File: src/rtl/fieldbus_led_pkg.sv
// Package: states, timing constants and carrier structs for the fieldbus node status LED.
// Assumes a 50 MHz system clock and event inputs already in that clock domain.
package fieldbus_led_pkg;

   localparam int unsigned CLK_HZ          = 50_000_000;
   localparam int unsigned TICK_MS         = 50;
   localparam int unsigned TICK_CYCLES     = CLK_HZ / 1000 * TICK_MS;
   localparam int unsigned TICK_W          = 22;

   // Pattern timing in ms, converted to ticks
   localparam int unsigned FLASH_ON_MS     = 200;
   localparam int unsigned FLASH_GAP_MS    = 1000;
   localparam int unsigned ERR_SHORT_MS    = 150;
   localparam int unsigned ERR_LONG_MS     = 600;
   localparam int unsigned ERR_GAP_MS      = 300;
   localparam int unsigned ERR_PAUSE_MS    = 2000;
   localparam logic [5:0]  FLASH_ON_TICKS  = 6'(FLASH_ON_MS / TICK_MS);
   localparam logic [5:0]  FLASH_GAP_TICKS = 6'(FLASH_GAP_MS / TICK_MS);
   localparam logic [5:0]  ERR_SHORT_TICKS = 6'(ERR_SHORT_MS / TICK_MS);
   localparam logic [5:0]  ERR_LONG_TICKS  = 6'(ERR_LONG_MS / TICK_MS);
   localparam logic [5:0]  ERR_GAP_TICKS   = 6'(ERR_GAP_MS / TICK_MS);
   localparam logic [5:0]  ERR_PAUSE_TICKS = 6'(ERR_PAUSE_MS / TICK_MS);
   localparam logic [1:0]  ERR_LAST_PHASE  = 2'h3;

   // Reset values
   localparam logic [15:0] TIMEOUT_RST     = 16'h0000;
   localparam logic [5:0]  CNT_RST         = 6'h00;

   typedef enum logic [6:0] {
      ST_INACTIVE = 7'h01,
      ST_PLAIN    = 7'h02,
      ST_PREOP1   = 7'h04,
      ST_PREOP2   = 7'h08,
      ST_READY    = 7'h10,
      ST_RUNNING  = 7'h20,
      ST_HALTED   = 7'h40
   } node_state_e;

   // Command pulses from the node protocol engine
   typedef struct packed {
      logic cycle_start;
      logic ready;
      logic operate;
      logic stop;
      logic preop;
   } node_cmd_s;

   // Per-state data path controls
   typedef struct packed {
      logic ip_mode;
      logic cfg_accept;
      logic reduced_cycle;
      logic cyclic_en;
      logic pdo_tx_en;
      logic rx_eval;
      logic rx_discard;
   } node_ctrl_s;

endpackage

File: src/rtl/fieldbus_node_led.sv
// Node state machine and status LED driver for a real-time Ethernet fieldbus port.
// Assumes all event and config inputs come from logic on sys_clk_i; role and mode are static.
`timescale 1ns/1ps
module fieldbus_node_led #(
   parameter int unsigned TICK_CYCLES = fieldbus_led_pkg::TICK_CYCLES
)(
   // Clock and reset
   input  wire logic                         sys_clk_i,
   input  wire logic                         rst_i,
   // Configuration
   input  wire logic                         eth_mode_i,
   input  wire logic                         managing_node_role_i,
   input  wire logic [15:0]                  timeout_ticks_i,
   // Bus events
   input  wire logic                         frame_seen_i,
   input  wire logic                         soc_rx_i,
   input  wire fieldbus_led_pkg::node_cmd_s  cmd_i,
   input  wire logic                         mn_fail_i,
   // System stop error
   input  wire logic                         sys_err_i,
   input  wire logic [3:0]                   err_code_i,
   // Indicator and status
   output logic                              led_green_o,
   output logic                              led_red_o,
   output fieldbus_led_pkg::node_state_e     state_o,
   output fieldbus_led_pkg::node_ctrl_s      ctrl_o
);

   typedef fieldbus_led_pkg::node_state_e st_t;

   st_t         st_ff;
   st_t         nxt_st;
   logic [21:0] div_ff;
   logic        tick_ff;
   logic [2:0]  fr_ff;
   logic [15:0] to_cnt_ff;
   logic        block_ff;
   logic [5:0]  pat_ff;
   logic [5:0]  err_cnt_ff;
   logic [1:0]  err_idx_ff;
   logic        err_on_ff;
   logic        green_ff;
   logic        red_ff;
   fieldbus_led_pkg::node_ctrl_s ctrl_ff;

   function automatic logic [1:0] flash_count(input st_t s);
      flash_count = (s == fieldbus_led_pkg::ST_PREOP1) ? 2'h1 :
                    (s == fieldbus_led_pkg::ST_PREOP2) ? 2'h2 :
                    (s == fieldbus_led_pkg::ST_READY)  ? 2'h3 : 2'h0;
   endfunction

   function automatic logic in_st(input st_t s, input st_t t);
      in_st = (s == t);
   endfunction

   // Timebase; one tick per 50 ms
   wire div_end = (div_ff == 22'(TICK_CYCLES - 1));

   always_ff @(posedge sys_clk_i or posedge rst_i)
   begin
      if (rst_i)
      begin
         div_ff  <= 22'h000000;
         tick_ff <= 1'b0;
         fr_ff   <= 3'h0;
      end
      else
      begin
         div_ff  <= div_end ? 22'h000000 : div_ff + 22'h000001;
         tick_ff <= div_end;
         fr_ff   <= fr_ff + {2'h0, tick_ff};
      end
   end

   wire is_mn       = managing_node_role_i;
   wire timeout_hit = (to_cnt_ff >= timeout_ticks_i);

   // Next state; traffic seen in the same cycle as timeout wins
   always_comb
   begin
      nxt_st = st_ff;
      unique case (st_ff)
         fieldbus_led_pkg::ST_INACTIVE:
            if (is_mn)
            begin
               if (!block_ff && !frame_seen_i && timeout_hit)
                  nxt_st = fieldbus_led_pkg::ST_PREOP1;
            end
            else if (frame_seen_i)
               nxt_st = fieldbus_led_pkg::ST_PREOP1;
            else if (timeout_hit)
               nxt_st = fieldbus_led_pkg::ST_PLAIN;
         fieldbus_led_pkg::ST_PLAIN:
            if (!is_mn && frame_seen_i)
               nxt_st = fieldbus_led_pkg::ST_PREOP1;
         fieldbus_led_pkg::ST_PREOP1:
            if (is_mn ? cmd_i.cycle_start : soc_rx_i)
               nxt_st = fieldbus_led_pkg::ST_PREOP2;
         fieldbus_led_pkg::ST_PREOP2:
            if (cmd_i.ready)
               nxt_st = fieldbus_led_pkg::ST_READY;
         fieldbus_led_pkg::ST_READY:
            if (cmd_i.operate)
               nxt_st = fieldbus_led_pkg::ST_RUNNING;
         fieldbus_led_pkg::ST_RUNNING:
            if (!is_mn && cmd_i.stop)
               nxt_st = fieldbus_led_pkg::ST_HALTED;
         fieldbus_led_pkg::ST_HALTED:
            if (cmd_i.preop)
               nxt_st = fieldbus_led_pkg::ST_PREOP2;
         default:
            nxt_st = fieldbus_led_pkg::ST_INACTIVE;
      endcase
   end

   // Timeout window and foreign-traffic lock
   always_ff @(posedge sys_clk_i or posedge rst_i)
   begin
      if (rst_i)
      begin
         st_ff     <= fieldbus_led_pkg::ST_INACTIVE;
         to_cnt_ff <= fieldbus_led_pkg::TIMEOUT_RST;
         block_ff  <= 1'b0;
      end
      else
      begin
         st_ff <= nxt_st;
         if (tick_ff && !timeout_hit)
            to_cnt_ff <= to_cnt_ff + 16'h0001;
         if (is_mn && in_st(st_ff, fieldbus_led_pkg::ST_INACTIVE) && frame_seen_i && !timeout_hit)
            block_ff <= 1'b1;
      end
   end

   // Flash pattern position, restarted on any state change
   wire [1:0] n_flash = flash_count(st_ff);
   wire [5:0] pat_len = {1'b0, n_flash, 3'h0} + fieldbus_led_pkg::FLASH_GAP_TICKS;
   wire       pat_end = (pat_ff >= pat_len - 6'h01);

   always_ff @(posedge sys_clk_i or posedge rst_i)
   begin
      if (rst_i)
         pat_ff <= fieldbus_led_pkg::CNT_RST;
      else if (nxt_st != st_ff)
         pat_ff <= fieldbus_led_pkg::CNT_RST;
      else if (tick_ff)
         pat_ff <= pat_end ? fieldbus_led_pkg::CNT_RST : pat_ff + 6'h01;
   end

   // Flash on while inside n periods and in the first half of each
   wire flash_on = (pat_ff < {1'b0, n_flash, 3'h0}) &&
                   (pat_ff[2:0] < fieldbus_led_pkg::FLASH_ON_TICKS[2:0]);

   // System stop error sequencer
   wire [5:0] err_on_len  = err_code_i[err_idx_ff] ? fieldbus_led_pkg::ERR_LONG_TICKS
                                                   : fieldbus_led_pkg::ERR_SHORT_TICKS;
   wire [5:0] err_off_len = (err_idx_ff == fieldbus_led_pkg::ERR_LAST_PHASE) ? fieldbus_led_pkg::ERR_PAUSE_TICKS
                                                                             : fieldbus_led_pkg::ERR_GAP_TICKS;
   wire [5:0] err_len     = err_on_ff ? err_on_len : err_off_len;
   wire       err_end     = (err_cnt_ff >= err_len - 6'h01);

   always_ff @(posedge sys_clk_i or posedge rst_i)
   begin
      if (rst_i)
      begin
         err_cnt_ff <= fieldbus_led_pkg::CNT_RST;
         err_idx_ff <= 2'h0;
         err_on_ff  <= 1'b1;
      end
      else if (!sys_err_i)
      begin
         err_cnt_ff <= fieldbus_led_pkg::CNT_RST;
         err_idx_ff <= 2'h0;
         err_on_ff  <= 1'b1;
      end
      else if (tick_ff)
      begin
         err_cnt_ff <= err_end ? fieldbus_led_pkg::CNT_RST : err_cnt_ff + 6'h01;
         if (err_end)
         begin
            err_on_ff <= !err_on_ff;
            if (!err_on_ff)
               err_idx_ff <= err_idx_ff + 2'h1;
         end
      end
   end

   // Indicator selection
   wire cn_watch   = !is_mn && (in_st(st_ff, fieldbus_led_pkg::ST_PREOP1) ||
                                in_st(st_ff, fieldbus_led_pkg::ST_PREOP2) ||
                                in_st(st_ff, fieldbus_led_pkg::ST_READY));
   wire nxt_red    = sys_err_i ? err_on_ff : (cn_watch && mn_fail_i);
   wire nxt_green  = eth_mode_i ? 1'b1 :
                     (st_ff == fieldbus_led_pkg::ST_INACTIVE) ? 1'b0 :
                     (st_ff == fieldbus_led_pkg::ST_PLAIN)    ? fr_ff[0] :
                     (st_ff == fieldbus_led_pkg::ST_RUNNING)  ? 1'b1 :
                     (st_ff == fieldbus_led_pkg::ST_HALTED)   ? fr_ff[2] : flash_on;

   // Data path controls per state and role
   fieldbus_led_pkg::node_ctrl_s nxt_ctrl;
   wire in_pre2  = in_st(st_ff, fieldbus_led_pkg::ST_PREOP2);
   wire in_ready = in_st(st_ff, fieldbus_led_pkg::ST_READY);
   wire in_run   = in_st(st_ff, fieldbus_led_pkg::ST_RUNNING);

   assign nxt_ctrl.ip_mode       = eth_mode_i || in_st(st_ff, fieldbus_led_pkg::ST_PLAIN);
   assign nxt_ctrl.cfg_accept    = !is_mn && (in_st(st_ff, fieldbus_led_pkg::ST_PREOP1) || in_pre2);
   assign nxt_ctrl.reduced_cycle = is_mn && in_st(st_ff, fieldbus_led_pkg::ST_PREOP1);
   assign nxt_ctrl.cyclic_en     = in_pre2 || in_ready || in_run;
   assign nxt_ctrl.pdo_tx_en     = in_ready || in_run;
   assign nxt_ctrl.rx_eval       = in_run;
   assign nxt_ctrl.rx_discard    = is_mn && (in_pre2 || in_ready);

   always_ff @(posedge sys_clk_i or posedge rst_i)
   begin
      if (rst_i)
      begin
         green_ff <= 1'b0;
         red_ff   <= 1'b0;
         ctrl_ff  <= '0;
      end
      else
      begin
         green_ff <= nxt_green;
         red_ff   <= nxt_red;
         ctrl_ff  <= nxt_ctrl;
      end
   end

   assign led_green_o = green_ff;
   assign led_red_o   = red_ff;
   assign state_o     = st_ff;
   assign ctrl_o      = ctrl_ff;
endmodule // fieldbus_node_led

File: config.mk
export PLATFORM = sky130hd
export DESIGN_NAME = fieldbus_node_led
export DESIGN_NICKNAME = d
export VERILOG_FILES = /design/src/rtl/fieldbus_led_pkg.sv /design/src/rtl/fieldbus_node_led.sv
export SDC_FILE = /design/constraint.sdc
export NUM_CORES = 1
export LEC_CHECK = 0
export BUFFER_PORTS_ARGS = -buffer_cell sky130_fd_sc_hd__buf_2
export CAP_MARGIN = 20
export CORE_ASPECT_RATIO = 1.5
export CORE_UTILIZATION = 53
export DETAILED_ROUTE_END_ITERATION = 8
export PLACE_DENSITY = 0.76
export RECOVER_POWER = 25
export REMOVE_ABC_BUFFERS = 1
export SLEW_MARGIN = 10
export SYNTH_ARGS = -nofsm -noshare
export SYNTH_HDL_FRONTEND = slang
export SYNTH_SLANG_ARGS = --single-unit
export TNS_END_PERCENT = 20
File: constraint.sdc
create_clock -name sys_clk_i -period 2.85 [get_ports sys_clk_i]
set_input_delay 0.855 -clock sys_clk_i [delete_from_list [all_inputs] [get_ports sys_clk_i]]
set_output_delay 0.855 -clock sys_clk_i [all_outputs]
set_load 0.01 [all_outputs]
==> results of run 1 <==
metrics by stage:
stage | setup WS (ns) | util, %
after global placement | -0.0736 | 61.6
after CTS | 0.0187 | 65.3
after floorplan | -0.638 | -
final | 0.188 | 65.2
after global routing | 0.00939 | 65.2
after detailed placement | -0.204 | 61.6
cells by family after synthesis:
| kind of cell | synth area share [%] |
|---|---|
| xor+xnor | 8.94 |
| fa+ha+maj | 10.1 |
| flops | 44.0 |
| compound gates | 10.0 |
| simple gates | 21.9 |
| other cells | 0.0890 |
| buf+inv | 3.56 |
| mux | 1.31 |
cell type report:
cell class / count / area share, %
flip-flops and latches: 74 / 37.1
multi-input cells: 322 / 44.5
inverters: 30 / 2.25
well taps: 102 / 2.55
clock inverters: 2 / 0.200
repair buffers: 69 / 7.91
clock buffers: 14 / 5.48
worst min-delay path by stage:
| stage | start | end | slack (ns) | depth (start not counted) |
|---|---|---|---|---|
| global route | div_ff[0] | div_ff[0] | 0.50 | 1 |
| detailed placement | div_ff[0] | div_ff[0] | 0.46 | 1 |
| global placement | div_ff[0] | div_ff[0] | 0.44 | 1 |
| floorplan | div_ff[0] | div_ff[0] | 0.43 | 1 |
| CTS | div_ff[0] | div_ff[0] | 0.47 | 1 |
| finish | div_ff[0] | div_ff[0] | 0.46 | 1 |
placed cells by master, fill, tap and decap left out, types with 2 or more instances in the layout:
master / instances
sky130_fd_sc_hd__a21o_1: 3
sky130_fd_sc_hd__a21oi_1: 19
sky130_fd_sc_hd__a2bb2oi_1: 2
sky130_fd_sc_hd__and2_1: 5
sky130_fd_sc_hd__and3_1: 12
sky130_fd_sc_hd__and4_1: 2
sky130_fd_sc_hd__buf_2: 48
sky130_fd_sc_hd__buf_4: 20
sky130_fd_sc_hd__clkbuf_1: 2
sky130_fd_sc_hd__clkbuf_16: 9
sky130_fd_sc_hd__clkbuf_8: 3
sky130_fd_sc_hd__clkinv_2: 2
sky130_fd_sc_hd__dfrtp_1: 72
sky130_fd_sc_hd__dfstp_2: 2
sky130_fd_sc_hd__ha_1: 34
sky130_fd_sc_hd__inv_1: 29
sky130_fd_sc_hd__mux2_2: 2
sky130_fd_sc_hd__nand2_1: 36
sky130_fd_sc_hd__nand2b_1: 10
sky130_fd_sc_hd__nand3_1: 14
sky130_fd_sc_hd__nand4_1: 21
sky130_fd_sc_hd__nor2_1: 36
sky130_fd_sc_hd__nor2b_1: 11
sky130_fd_sc_hd__nor3_1: 8
sky130_fd_sc_hd__nor4_1: 2
sky130_fd_sc_hd__nor4b_1: 2
sky130_fd_sc_hd__o211ai_1: 2
sky130_fd_sc_hd__o21a_1: 4
sky130_fd_sc_hd__o21ai_0: 14
sky130_fd_sc_hd__o22ai_1: 2
sky130_fd_sc_hd__o31ai_1: 2
sky130_fd_sc_hd__or2_2: 3
sky130_fd_sc_hd__or3_1: 3
sky130_fd_sc_hd__xnor2_1: 27
sky130_fd_sc_hd__xor2_1: 16
flip-flops by register name (all words and copies together), names as in the netlist:
name / count
to_cnt_ff: 16
err_on_ff: 1
led_green_o: 1
ctrl_o: 7
tick_ff: 1
err_idx_ff: 2
fr_ff: 3
err_cnt_ff: 6
block_ff: 1
led_red_o: 1
div_ff: 22
state_o: 7
pat_ff: 6
worst reg2reg max path, delay by kind of cell (launching register included):
kind                     cells  cell delay (ns)
AND/OR/NAND/NOR              4             1.05
AO/OA/AOI/OAI                4             0.77
flip-flops                   1             0.38
adder cells (fa/ha/maj)      1             0.30
buffers and inverters        1             0.10
report_power, final:
part	switching (mW)	internal [mW]
Combinational	0.236	0.204
Sequential	0.0320	1.09
Clock	0.414	0.658
repair_timing:
action,in CTS,in global routing
gates resized for setup,0,4
endpoints found under the hold margin,0,0
endpoints found under the setup margin,0,15
per-layer routing:
metal,part of all wire (%),wire [um],up-vias
met5,0,0,-
met4,2.4,210,0
met3,2.7,236,15
met2,54,4720,51
met1,41,3570,1641
li1,-,-,1665
==> Implementation_results.wiki, run 1 <==
{| class="wikitable"
! Metric !! Value
|-
| Cell type with the highest aggregate area in the netlist || sky130_fd_sc_hd__dfrtp_1
|-
| Worst hold-check path type || reg2reg
|-
| Met2 Use GR || about two fifths
|-
| Most frequent cell on the critical path || sky130_fd_sc_hd__buf_4
|-
| Outcome || finished, violations left
|-
| Hold-fix buffer count after cts || 0
|-
| Full die area || 0.00832 mm^2
|-
| Fraction of layout cells with a size suffix above 1 || between 15 and 20%
|-
| Critical Path Fanout Max || 6
|-
| Setup violation total in the final timing report || 0
|-
| Setup crit end kind || register
|-
| Final WL || between 8000 and 9000 um
|-
| Post-synthesis register bit count || between 70 and 80
|-
| Largest voltage drop on the vdd net || between 0.3 and 0.4 mV
|-
| Number of antenna violations at the first check in global routing || 0
|-
| Synth-to-layout area growth || 18.6%
|-
| Die Ht || about 110 um
|-
| Antenna diode count || 0
|-
| Power per cell area || roughly 530 mW/mm^2
|-
| Slew margin rel. || -17.7%
|-
| Fin cells || around 610
|-
| Arrival time worst endpoint || 2.92 ns
|-
| Vias after detailed routing || about 3400
|-
| Largest net degree at the start of global routing || 75
|-
| FFs w/ async S/R, synth || 100%
|-
| Fin. max-slew vios || 75
|-
| Overall fraction of global-route tracks in use || approximately a quarter
|-
| Hpwl dp || approximately 6400 um
|-
| Number of H-tree branching levels || 3
|-
| Number of max-cap violations || 1
|-
| GR peak layer || met2
|-
| Setup repair after global routing missed its margin || no
|-
| Routed Antenna Nets || 0
|-
| Final hold vios || 0
|-
| Setup bufs post-CTS || 0
|-
| Area contributors post-synth || sky130_fd_sc_hd__dfrtp_1 43%, sky130_fd_sc_hd__ha_1 10%, sky130_fd_sc_hd__xnor2_1 5.6%
|-
| Static Leak || 2.52 nW
|-
| Post-synth EDFFs || 0
|-
| Slowest cell on crit path || sky130_fd_sc_hd__a2111oi_1
|-
| Area share of the largest cell type after synthesis || between 40% and 50%
|-
| Number of buffers and inverters on the critical path || 4
|-
| Fmax || between 300 and 400 MHz
|-
| Clock sink count || between 70 and 80
|-
| R2r endpoint || led_green_o
|-
| Clock Root Buffer || sky130_fd_sc_hd__clkbuf_16
|-
| Worst Setup Start Kind || primary input
|-
| Area of all placed cells without fillers || between 0.004 and 0.005 mm^2
|-
| Synth Warn # || 0
|-
| Count of standard-cell rows || 39
|-
| Cells along the critical path || buf_2 > ha_1 > nand2b_1 > a2111oi_1 > buf_4 > o31ai_1 > nor3_2 > buf_4 > a211oi_2 > buf_4 > nor3_1
|-
| Most instantiated library cell after synthesis || sky130_fd_sc_hd__dfrtp_1
|-
| Top-Level Pins || 49
|-
| Met3 GRT Util || roughly 4.7%
|-
| Worst path top cell family by delay || buffers and inverters
|-
| Origin of the worst setup path || timeout_ticks_i[0]
|-
| Count of mapped cells out of synthesis || 435
|-
| Clock-pin slew on the worst setup and hold paths || 0.06 ns
|-
| Number of buffers added by the clock tree synthesis step || 9
|-
| Worst Max-Slew Pin Slew || approximately 1.8 ns
|-
| Share of synthesized area occupied by flip-flops and latches || between 40% and 50%
|-
| Number of design-rule violations left by the first detailed-router iteration || 162
|-
| Initial Util || between 50% and 60%
|-
| Critical R2R Launch || state_o[6]
|-
| Worst Clk Skew || between 0.006 and 0.007 ns
|-
| Count of unresolved DRC violations after routing || 0
|-
| Power, Total || ~2.6 mW
|-
| Post-synthesis area per instance || around 9.7 um^2
|-
| Remaining global-route overflow || 0
|-
| Count of unique library cells instantiated by Yosys || 58
|-
| Met1 usage || a little over a quarter
|-
| Most frequent cells after synthesis || 72 x sky130_fd_sc_hd__dfrtp_1, 36 x sky130_fd_sc_hd__nand2_1, 36 x sky130_fd_sc_hd__nor2_1, 34 x sky130_fd_sc_hd__ha_1, 30 x sky130_fd_sc_hd__inv_1
|-
| # fillers || 620
|-
| Average wire per standard cell || about 14 um
|-
| Total standard cell area after synthesis || ~0.0042 mm^2
|-
| Post-Place Cell Area || 0.00472 mm^2
|-
| CTS tree || yes
|-
| Critical Path RT || ~3.1 ns
|-
| Violations in the final reports || max-capacitance violations, max-slew violations
|-
| Nets@finish || 573
|-
| Flop-to-flop setup slack || about 0.19 ns
|-
| Commonest register cell after synthesis || sky130_fd_sc_hd__dfrtp_1
|-
| First-pass GRT wire length || roughly 15000 um
|-
| Crit Path Category || in2reg
|-
| Number of iterations in the first detailed-routing pass || 4
|-
| Post-DR vias/cell || around 5.5
|-
| Minimum clock period after layout || 2.66 ns
|-
| Final cycle utilization of the critical path || between 90 and 100%
|-
| Crit path largest cell delay || around 0.46 ns
|-
| FF+latch area || between 0.0015 and 0.002 mm^2
|-
| Core Footprint || ~0.0077 mm^2
|-
| Number of I/O port buffers || 48
|-
| Worst r2r path cells || 10
|-
| Number of buffers on the longest clock path || 2
|-
| Weighted congestion at the end of routability-driven global placement || 0.869
|-
| Number of global-route vias before repair || between 3000 and 4000
|-
| Insertion delay of the later-clocked pin in the worst-skew pair || about 0.34 ns
|-
| Fin Hold WS || about 0.46 ns
|-
| Width of the die || around 75 um
|-
| Stages on worst setup path || 11
|-
| Critical path capture point || pat_ff[4]
|-
| Area used by multi-input combinational logic || ~0.0022 mm^2
|-
| Sum Neg Setup Slack || 0 ns
|-
| Post-Place Cells || roughly 600
|}
No activity file was read; power rests on OpenSTA's default activity.
==> run 2, diff against run 1 <==
==> constraint.sdc (replaced) <==
create_clock -name sys_clk_i -period 2.2 [get_ports sys_clk_i]
set_input_delay 0.66 -clock sys_clk_i [delete_from_list [all_inputs] [get_ports sys_clk_i]]
set_output_delay 0.66 -clock sys_clk_i [all_outputs]
set_load 0.01 [all_outputs]
==> run 2 against run 1 <==
Against the previous run: largest power group is now clock; critical endpoint is now pat_ff[2]; the run ends with negative setup slack left; clock power rose by 58%; non-clock buffer count grew 36; sequential cell count unchanged.
==> Implementation_results.wiki, run 2 (synthesis results as in run 1) <==
{| class="wikitable"
! Metric !! Value
|-
| Core Footprint || 0.00766 mm^2 (unchanged)
|-
| Sw frac || 26.3% (+0.45 points)
|-
| Count of unresolved DRC violations after routing || 0 (unchanged)
|-
| Number of max-cap violations || 0 (-1)
|-
| Number of buffers on the longest clock path || 2 (unchanged)
|-
| Worst Clk Skew || 0.00742 ns (+0.000872 ns)
|-
| GR peak layer || met2
|-
| Internal || 2.91 mW (+49%)
|-
| Critical Path Fanout Max || 4 (-2)
|-
| Number of I/O port buffers || 48 (unchanged)
|-
| Met2 Use GR || 43.2% (+2.9 points)
|-
| Clk pwr share || 42.8% (+2.2 points)
|-
| Number of iterations in the first detailed-routing pass || 5 (+1)
|-
| Count of standard-cell rows || 39 (unchanged)
|-
| Fraction of the core area covered by cells at the end of the flow || 73.2% (+8.0 points)
|-
| Hpwl dp || 6710 um (+4.8%)
|-
| Worst hold-check path type || reg2reg
|-
| Worst Setup Start Kind || register
|-
| Fmax || between 400 and 500 MHz
|-
| Average wire per standard cell || 16.0 um (+13%)
|-
| Antenna diode count || 0 (unchanged)
|-
| Final WL || 10400 um (+19%)
|-
| Switching power || 1.04 mW (+52%)
|-
| Worst Max-Slew Pin Slew || 0.986 ns (-0.779 ns)
|-
| Crit Path Category || reg2reg
|-
| Met1 usage || 27.6% (+0.41 points)
|-
| CTS tree || yes
|-
| Routed Antenna Nets || 0 (unchanged)
|-
| Largest voltage drop on the vdd net || 0.466 mV (+32%)
|-
| Insertion delay of the later-clocked pin in the worst-skew pair || 0.34 ns (about the same)
|-
| Clock-pin slew on the worst setup and hold paths || 0.06 ns (about the same)
|-
| Final critical-path setup slack || -0.287 ns (-0.475 ns)
|-
| Number of flip-flops in the largest register || 22 (unchanged)
|-
| Width of the die || 74.8 um (unchanged)
|-
| Number of H-tree branching levels || 3 (unchanged)
|-
| Vias after detailed routing || 3595 (+6.6%)
|-
| Area used by multi-input combinational logic || 0.00249 mm^2 (+12%)
|-
| Fin cells || 649 (+5.9%)
|-
| Number of buffers added by the clock tree synthesis step || 9 (unchanged)
|-
| Hold-fix buffer count after cts || 0 (unchanged)
|-
| Nets@finish || 609 (+6.3%)
|-
| # fillers || 543 (-12%)
|-
| Setup violation total in the final timing report || 30 (+30)
|-
| Full die area || 0.00832 mm^2 (unchanged)
|-
| Critical Path RT || 2.47 ns (-0.63 ns)
|-
| Post-Place Cell Area || 0.00496 mm^2 (+5.1%)
|-
| Number of antenna violations at the first check in global routing || 0 (unchanged)
|-
| Post-Place Cells || 629 (+5.4%)
|-
| Power per cell area || 705 mW/mm^2 (+34%)
|-
| Number of design-rule violations left by the first detailed-router iteration || 210 (+30%)
|-
| Die Ht || 111 um (unchanged)
|-
| First-pass GRT wire length || 15800 um (+4.7%)
|-
| Minimum clock period after layout || 2.49 ns
|-
| Top Registers || div_ff (22), to_cnt_ff (16)
|-
| Met3 GRT Util || 5.18% (+0.45 points)
|-
| Leading cell types in the layout, fill and taps excluded || 72 x sky130_fd_sc_hd__dfrtp_1, 53 x sky130_fd_sc_hd__buf_4, 48 x sky130_fd_sc_hd__buf_2
|-
| Remaining global-route overflow || 0 (unchanged)
|-
| Post-DR vias/cell || 5.54 (+0.70%)
|-
| Fin. max-slew vios || 0 (-100%)
|-
| Fraction of layout cells with a size suffix above 1 || 32.5% (+13 points)
|-
| Power, Total || 3.95 mW (+50%)
|-
| Register ranked first by flip-flop count || div_ff
|-
| Area of all placed cells without fillers || 0.00561 mm^2 (+12%)
|-
| Clock Root Buffer || sky130_fd_sc_hd__clkbuf_16
|-
| Setup crit end kind || register
|-
| Setup repair after global routing missed its margin || yes
|-
| Clock sink count || 74 (unchanged)
|-
| Most common cell after layout, fill and taps aside || sky130_fd_sc_hd__dfrtp_1
|-
| Share of power burned in combinational logic || 20.4% (+3.7 points)
|-
| Violations in the final reports || negative setup slack
|-
| Overall fraction of global-route tracks in use || 24.7% (+1.1 points)
|-
| Number of global-route vias before repair || 3593 (+2.4%)
|-
| Final cycle utilization of the critical path || 113%
|-
| Synth-to-layout area growth || 33.1%
|-
| Arrival time worst endpoint || 2.76 ns (-0.16 ns)
|-
| Largest net degree at the start of global routing || 75 (unchanged)
|-
| Final hold vios || 0 (unchanged)
|-
| Outcome || finished, violations left
|-
| Slew margin rel. || 34.3% (+52 points)
|-
| Initial Util || 55.0% (unchanged)
|-
| FF+latch area || 0.00185 mm^2 (unchanged)
|-
| Share of power burned in registers || 36.8% (-5.9 points)
|-
| Weighted congestion at the end of routability-driven global placement || 0.902 (+3.8%)
|-
| Top-Level Pins || 49 (unchanged)
|-
| Static Leak || 2.77 nW (+10%)
|}
[run 2: cell types whose count changed in the layout (fill, tap and decap cells not counted), moves of 6 or more]
cell	change
sky130_fd_sc_hd__ha_4	+6
sky130_fd_sc_hd__buf_4	+33
sky130_fd_sc_hd__a21oi_2	+6
sky130_fd_sc_hd__a21oi_1	-7
sky130_fd_sc_hd__ha_1	-7
sky130_fd_sc_hd__o21ai_0	-6
[run 2: power by group through the flow]
stage	registers, mW	clock network [mW]	logic, mW
2_1_floorplan	1.50	0	0.334
3_5_place_dp	1.47	0	0.643
6_report	1.46	1.69	0.806
5_1_grt	1.46	1.77	0.874
3_3_place_gp	1.47	0	0.623
4_1_cts	1.46	1.70	0.693
[run 2: path summary, 6_finish.rpt]
check	startpoint	to	slack, ns	cells past startpoint
setup / recovery	state_o[0]	pat_ff[2]	-0.29	10
hold / removal	div_ff[0]	div_ff[0]	0.46	1
setup reg to reg	state_o[0]	pat_ff[2]	-0.29	10
hold reg to reg	div_ff[0]	div_ff[0]	0.46	1
max in group asynchronous	rst_i	ctrl_o[4]	0.91	3
min in group asynchronous	rst_i	to_cnt_ff[1]	0.64	3
[run 2: repair_timing]
item | in CTS | in global routing
setup buffers | 1 | 4
setup endpoints to repair | 37 | 36
pin swaps | 21 | 13
resized for setup | 25 | 36
[run 2: layer usage]
metal	vias to the layer above	wire, um
li1	1730	-
met1	1773	4020
met2	74	5840
met3	18	329
met4	0	225
met5	-	0
[run 2: area by class of cell]
type / instances / area share [%]
multi-input combinational: 322 / 44.4
sequential: 74 / 33.1
timing repair buffer: 105 / 12.1
clock buffer: 9 / 4.02
tap: 102 / 2.28
clock inverter: 7 / 2.10
inverter: 30 / 2.01
[run 2: stage by stage]
| step | TNS (ns) | setup slack (ns) | hold slack, ns |
|---|---|---|---|
| 2_1_floorplan | -52.01 | -1.09 | 0.433 |
| 3_3_place_gp | -16.72 | -0.596 | 0.441 |
| 3_5_place_dp | -18.96 | -0.640 | 0.451 |
| 4_1_cts | -2.54 | -0.232 | 0.419 |
| 5_1_grt | -4.93 | -0.372 | 0.473 |
| 6_report | -2.87 | -0.287 | 0.456 |
[run 2: worst max-delay path: stages, from the launching register on]
cell	delay (ns)
sky130_fd_sc_hd__dfstp_2	0.37
sky130_fd_sc_hd__or4_4	0.53
sky130_fd_sc_hd__or2_4	0.28
sky130_fd_sc_hd__o21ai_4	0.19
sky130_fd_sc_hd__ha_4	0.22
sky130_fd_sc_hd__o21ai_2	0.06
sky130_fd_sc_hd__a21oi_2	0.09
sky130_fd_sc_hd__o21ai_2	0.15
sky130_fd_sc_hd__nor2b_4	0.22
sky130_fd_sc_hd__nand4b_1	0.16
sky130_fd_sc_hd__a21oi_2	0.16
==> run 3, diff against run 2 <==
--- a/config.mk
+++ b/config.mk
@@ -8,9 +8,9 @@
 export BUFFER_PORTS_ARGS = -buffer_cell sky130_fd_sc_hd__buf_2
 export CAP_MARGIN = 20
 export CORE_ASPECT_RATIO = 1.5
-export CORE_UTILIZATION = 53
+export CORE_UTILIZATION = 49
 export DETAILED_ROUTE_END_ITERATION = 8
-export PLACE_DENSITY = 0.76
+export PLACE_DENSITY = 0.71
 export RECOVER_POWER = 25
 export REMOVE_ABC_BUFFERS = 1
 export SLEW_MARGIN = 10
==> run 3 against run 2 <==
Against the previous run: the run still ends with negative setup slack left; combinational power decreased by 10%; largest cell class unchanged; sequential cell count unchanged; critical path type unchanged; core utilization down 6.6 points; non-clock buffer count rose by 3; die area rose by 8.0%; maximum frequency up 2.7%; power fell by 1.1%; clock power rose by 2%; via count down 2.8%; clock skew fell by 0.0020 ns; register-to-register slack improved by 0.07 ns.
==> Implementation_results.wiki, run 3 (synthesis results as in run 1) <==
{| class="wikitable"
! Metric !! Value
|-
| Outcome || finished, violations left
|-
| Violations in the final reports || negative setup slack
|-
| Share of power burned in combinational logic || 18.5% (-1.9 points)
|-
| Core Footprint || 0.00836 mm^2 (+9.1%)
|-
| Slew margin rel. || 43.9% (+9.6 points)
|-
| Static Leak || 2.79 nW (+0.82%)
|-
| Antenna diode count || 0 (unchanged)
|-
| Cells along the critical path || or4_4 > or2_4 > o21ai_2 > ha_1 > o21ai_1 > a21oi_1 > o21ai_2 > nor2b_4 > nand3b_1 > a21oi_2
|-
| Number of buffers on the longest clock path || 2 (unchanged)
|-
| Worst hold-check path type || reg2reg
|-
| Area of all placed cells without fillers || 0.00557 mm^2 (-0.69%)
|-
| Min-Delay Path Depth || 1 (unchanged)
|-
| Worst r2r path cells || 10 (unchanged)
|-
| Fin. max-slew vios || 0 (unchanged)
|-
| Width of the die || 77.7 um (+3.9%)
|-
| R2r endpoint || pat_ff[0]
|-
| Number of buffers added by the clock tree synthesis step || 9 (unchanged)
|-
| Hpwl dp || 6750 um (+0.61%)
|-
| Number of antenna violations at the first check in global routing || 0 (unchanged)
|-
| Setup repair after global routing missed its margin || yes
|-
| Hold Path End || fr_ff[2]
|-
| Share of power burned in registers || 37.3% (+0.5 points)
|-
| Insertion delay of the later-clocked pin in the worst-skew pair || 0.34 ns (about the same)
|-
| Weighted congestion at the end of routability-driven global placement || 0.870 (-3.6%)
|-
| Worst slack at placement || -0.578 ns (+0.0613 ns)
|-
| CTS tree || yes
|-
| Crit Path Category || reg2reg
|-
| Crit path largest cell delay || 0.54 ns (about the same)
|-
| Clock sink count || 74 (unchanged)
|-
| Number of iterations in the first detailed-routing pass || 4 (-1)
|-
| Critical R2R Launch || state_o[6]
|-
| First-pass GRT wire length || 15900 um (+0.79%)
|-
| Synth-to-layout area growth || 32.2%
|-
| Clk pwr share || 44.2% (+1.4 points)
|-
| Full die area || 0.00898 mm^2 (+8.0%)
|-
| Largest net degree at the start of global routing || 30 (-60%)
|-
| Overall fraction of global-route tracks in use || 22.8% (-1.9 points)
|-
| Final critical-path setup slack || -0.221 ns (+0.0659 ns)
|-
| Number of H-tree branching levels || 3 (unchanged)
|-
| Worst path top cell family by delay || simple AND/OR/NAND/NOR gates
|-
| Worst Clk Skew || 0.00539 ns (-0.00203 ns)
|-
| Final WL || 9440 um (-9.3%)
|-
| Final cycle utilization of the critical path || 110% (-3.0 points)
|-
| Post-DR vias/cell || 5.32 (-4.0%)
|-
| Most common cell after layout, fill and taps aside || sky130_fd_sc_hd__dfrtp_1
|-
| Minimum clock period after layout || 2.42 ns (-0.0659 ns)
|-
| Initial Util || 50.4% (-4.6 points)
|-
| Leading cell types in the layout, fill and taps excluded || 72 x sky130_fd_sc_hd__dfrtp_1, 56 x sky130_fd_sc_hd__buf_4, 48 x sky130_fd_sc_hd__buf_2
|-
| Post-Place Cell Area || 0.00502 mm^2 (+1.3%)
|-
| Remaining global-route overflow || 0 (unchanged)
|-
| # fillers || 615 (+13%)
|-
| Number of design-rule violations left by the first detailed-router iteration || 127 (-40%)
|-
| Sw frac || 24.7% (-1.6 points)
|-
| Most frequent cell on the critical path || sky130_fd_sc_hd__o21ai_2
|-
| Slowest cell on crit path || sky130_fd_sc_hd__or4_4
|-
| Power per cell area || 702 mW/mm^2 (-0.43%)
|-
| Vias after detailed routing || 3495 (-2.8%)
|-
| Top-Level Pins || 49 (unchanged)
|-
| Number of flip-flops in the largest register || 22 (unchanged)
|-
| Die Ht || 116 um (+3.9%)
|-
| Arrival time worst endpoint || 2.69 ns (-0.07 ns)
|-
| Largest voltage drop on the vdd net || 0.464 mV (-0.56%)
|-
| Worst Setup Start Kind || register
|-
| Nets@finish || 612 (+0.49%)
|-
| Fin Hold WS || 0.466 ns (+0.00978 ns)
|-
| Worst Max-Slew Pin Slew || 0.841 ns (-0.146 ns)
|-
| Flop-to-flop setup slack || -0.22 ns (+0.07 ns)
|-
| Clock-pin slew on the worst setup and hold paths || 0.06 ns (about the same)
|-
| Count of unresolved DRC violations after routing || 0 (unchanged)
|-
| Routed Antenna Nets || 0 (unchanged)
|-
| Internal || 2.94 mW (+1.0%)
|-
| Average wire per standard cell || 14.4 um (-10%)
|-
| Top Registers || div_ff (22), to_cnt_ff (16)
|-
| Clock Root Buffer || sky130_fd_sc_hd__clkbuf_16
|-
| Switching power || 965 uW (-7.1%)
|-
| Beginning of the worst hold path || fr_ff[2]
|-
| Count of standard-cell rows || 41 (+5.1%)
|-
| Fmax || 413 MHz (+2.7%)
|-
| Critical Path Fanout Max || 4 (unchanged)
|-
| Number of global-route vias before repair || 3637 (+1.2%)
|-
| Critical Path RT || 2.47 ns (about the same)
|-
| Final hold vios || 0 (unchanged)
|-
| Setup violation total in the final timing report || 18 (-40%)
|-
| Setup crit end kind || register
|-
| Number of I/O port buffers || 48 (unchanged)
|-
| Sum Neg Setup Slack || -2.23 ns (+0.638 ns)
|-
| Number of buffers and inverters on the critical path || 0 (unchanged)
|-
| Fraction of layout cells with a size suffix above 1 || 30.0% (-2.5 points)
|-
| Register ranked first by flip-flop count || div_ff
|-
| Number of max-cap violations || 0 (unchanged)
|}
run 3: layer usage:
layer  up-vias  part of all wire [%]  GRT usage (%)
met1      1676                    41           25.1
li1       1745                     -              -
met3        16                   3.3           4.57
met5         -                     0              0
met4         0                   2.0           10.8
met2        58                    54           41.7
run 3: what timing repair did:
item / in CTS / in global routing
endpoints found under the setup margin: 35 / 36
pin swaps: 16 / 17
gates resized for setup: 30 / 13
buffers inserted: 0 / 1
hold buffers: 0 / 0
run 3: area by class of cell:
| type | count | area [um^2] | share of cell area, % |
|---|---|---|---|
| inverters | 30 | 113 | 2.02 |
| clock inverters | 4 | 97.6 | 1.75 |
| flip-flops and latches | 74 | 1850 | 33.3 |
| multi-input cells | 322 | 2420 | 43.5 |
| clock buffers | 12 | 256 | 4.61 |
| repair buffers | 108 | 693 | 12.4 |
| well taps | 107 | 134 | 2.40 |
run 3: power groups by stage:
stage	logic, mW	registers, mW	clock network [mW]
finish	0.725	1.46	1.73
floorplan	0.334	1.50	0
global placement	0.641	1.47	0
global route	0.792	1.46	1.82
detailed placement	0.654	1.47	0
CTS	0.705	1.45	1.76
run 3: worst register-to-register path, cell delays in order, from the launching register on:
cell                       delay, ns
sky130_fd_sc_hd__dfrtp_1        0.37
sky130_fd_sc_hd__or4_4          0.54
sky130_fd_sc_hd__or2_4          0.27
sky130_fd_sc_hd__o21ai_2        0.16
sky130_fd_sc_hd__ha_1           0.25
sky130_fd_sc_hd__o21ai_1        0.08
sky130_fd_sc_hd__a21oi_1        0.09
sky130_fd_sc_hd__o21ai_2        0.14
sky130_fd_sc_hd__nor2b_4        0.20
sky130_fd_sc_hd__nand3b_1       0.12
sky130_fd_sc_hd__a21oi_2        0.13
run 3: worst max path at each step:
stage | start | to | slack, ns | depth (start not counted)
global route | state_o[6] | pat_ff[0] | -0.33 | 10
detailed placement | state_o[6] | pat_ff[5] | -0.58 | 10
floorplan | timeout_ticks_i[0] | to_cnt_ff[1] | -1.09 | 7
global placement | state_o[6] | pat_ff[5] | -0.54 | 10
CTS | state_o[6] | led_green_o | -0.22 | 10
finish | state_o[6] | pat_ff[0] | -0.22 | 10
run 3: metrics by stage:
stage / instances / power, mW / utilization (%)
after floorplan: 426 / 1.83 / -
after global placement: 640 / 2.11 / 60.1
after detailed placement: 640 / 2.13 / 60.1
after CTS: 656 / 3.91 / 65.7
after global routing: 657 / 4.07 / 66.6
final: 657 / 3.91 / 66.6
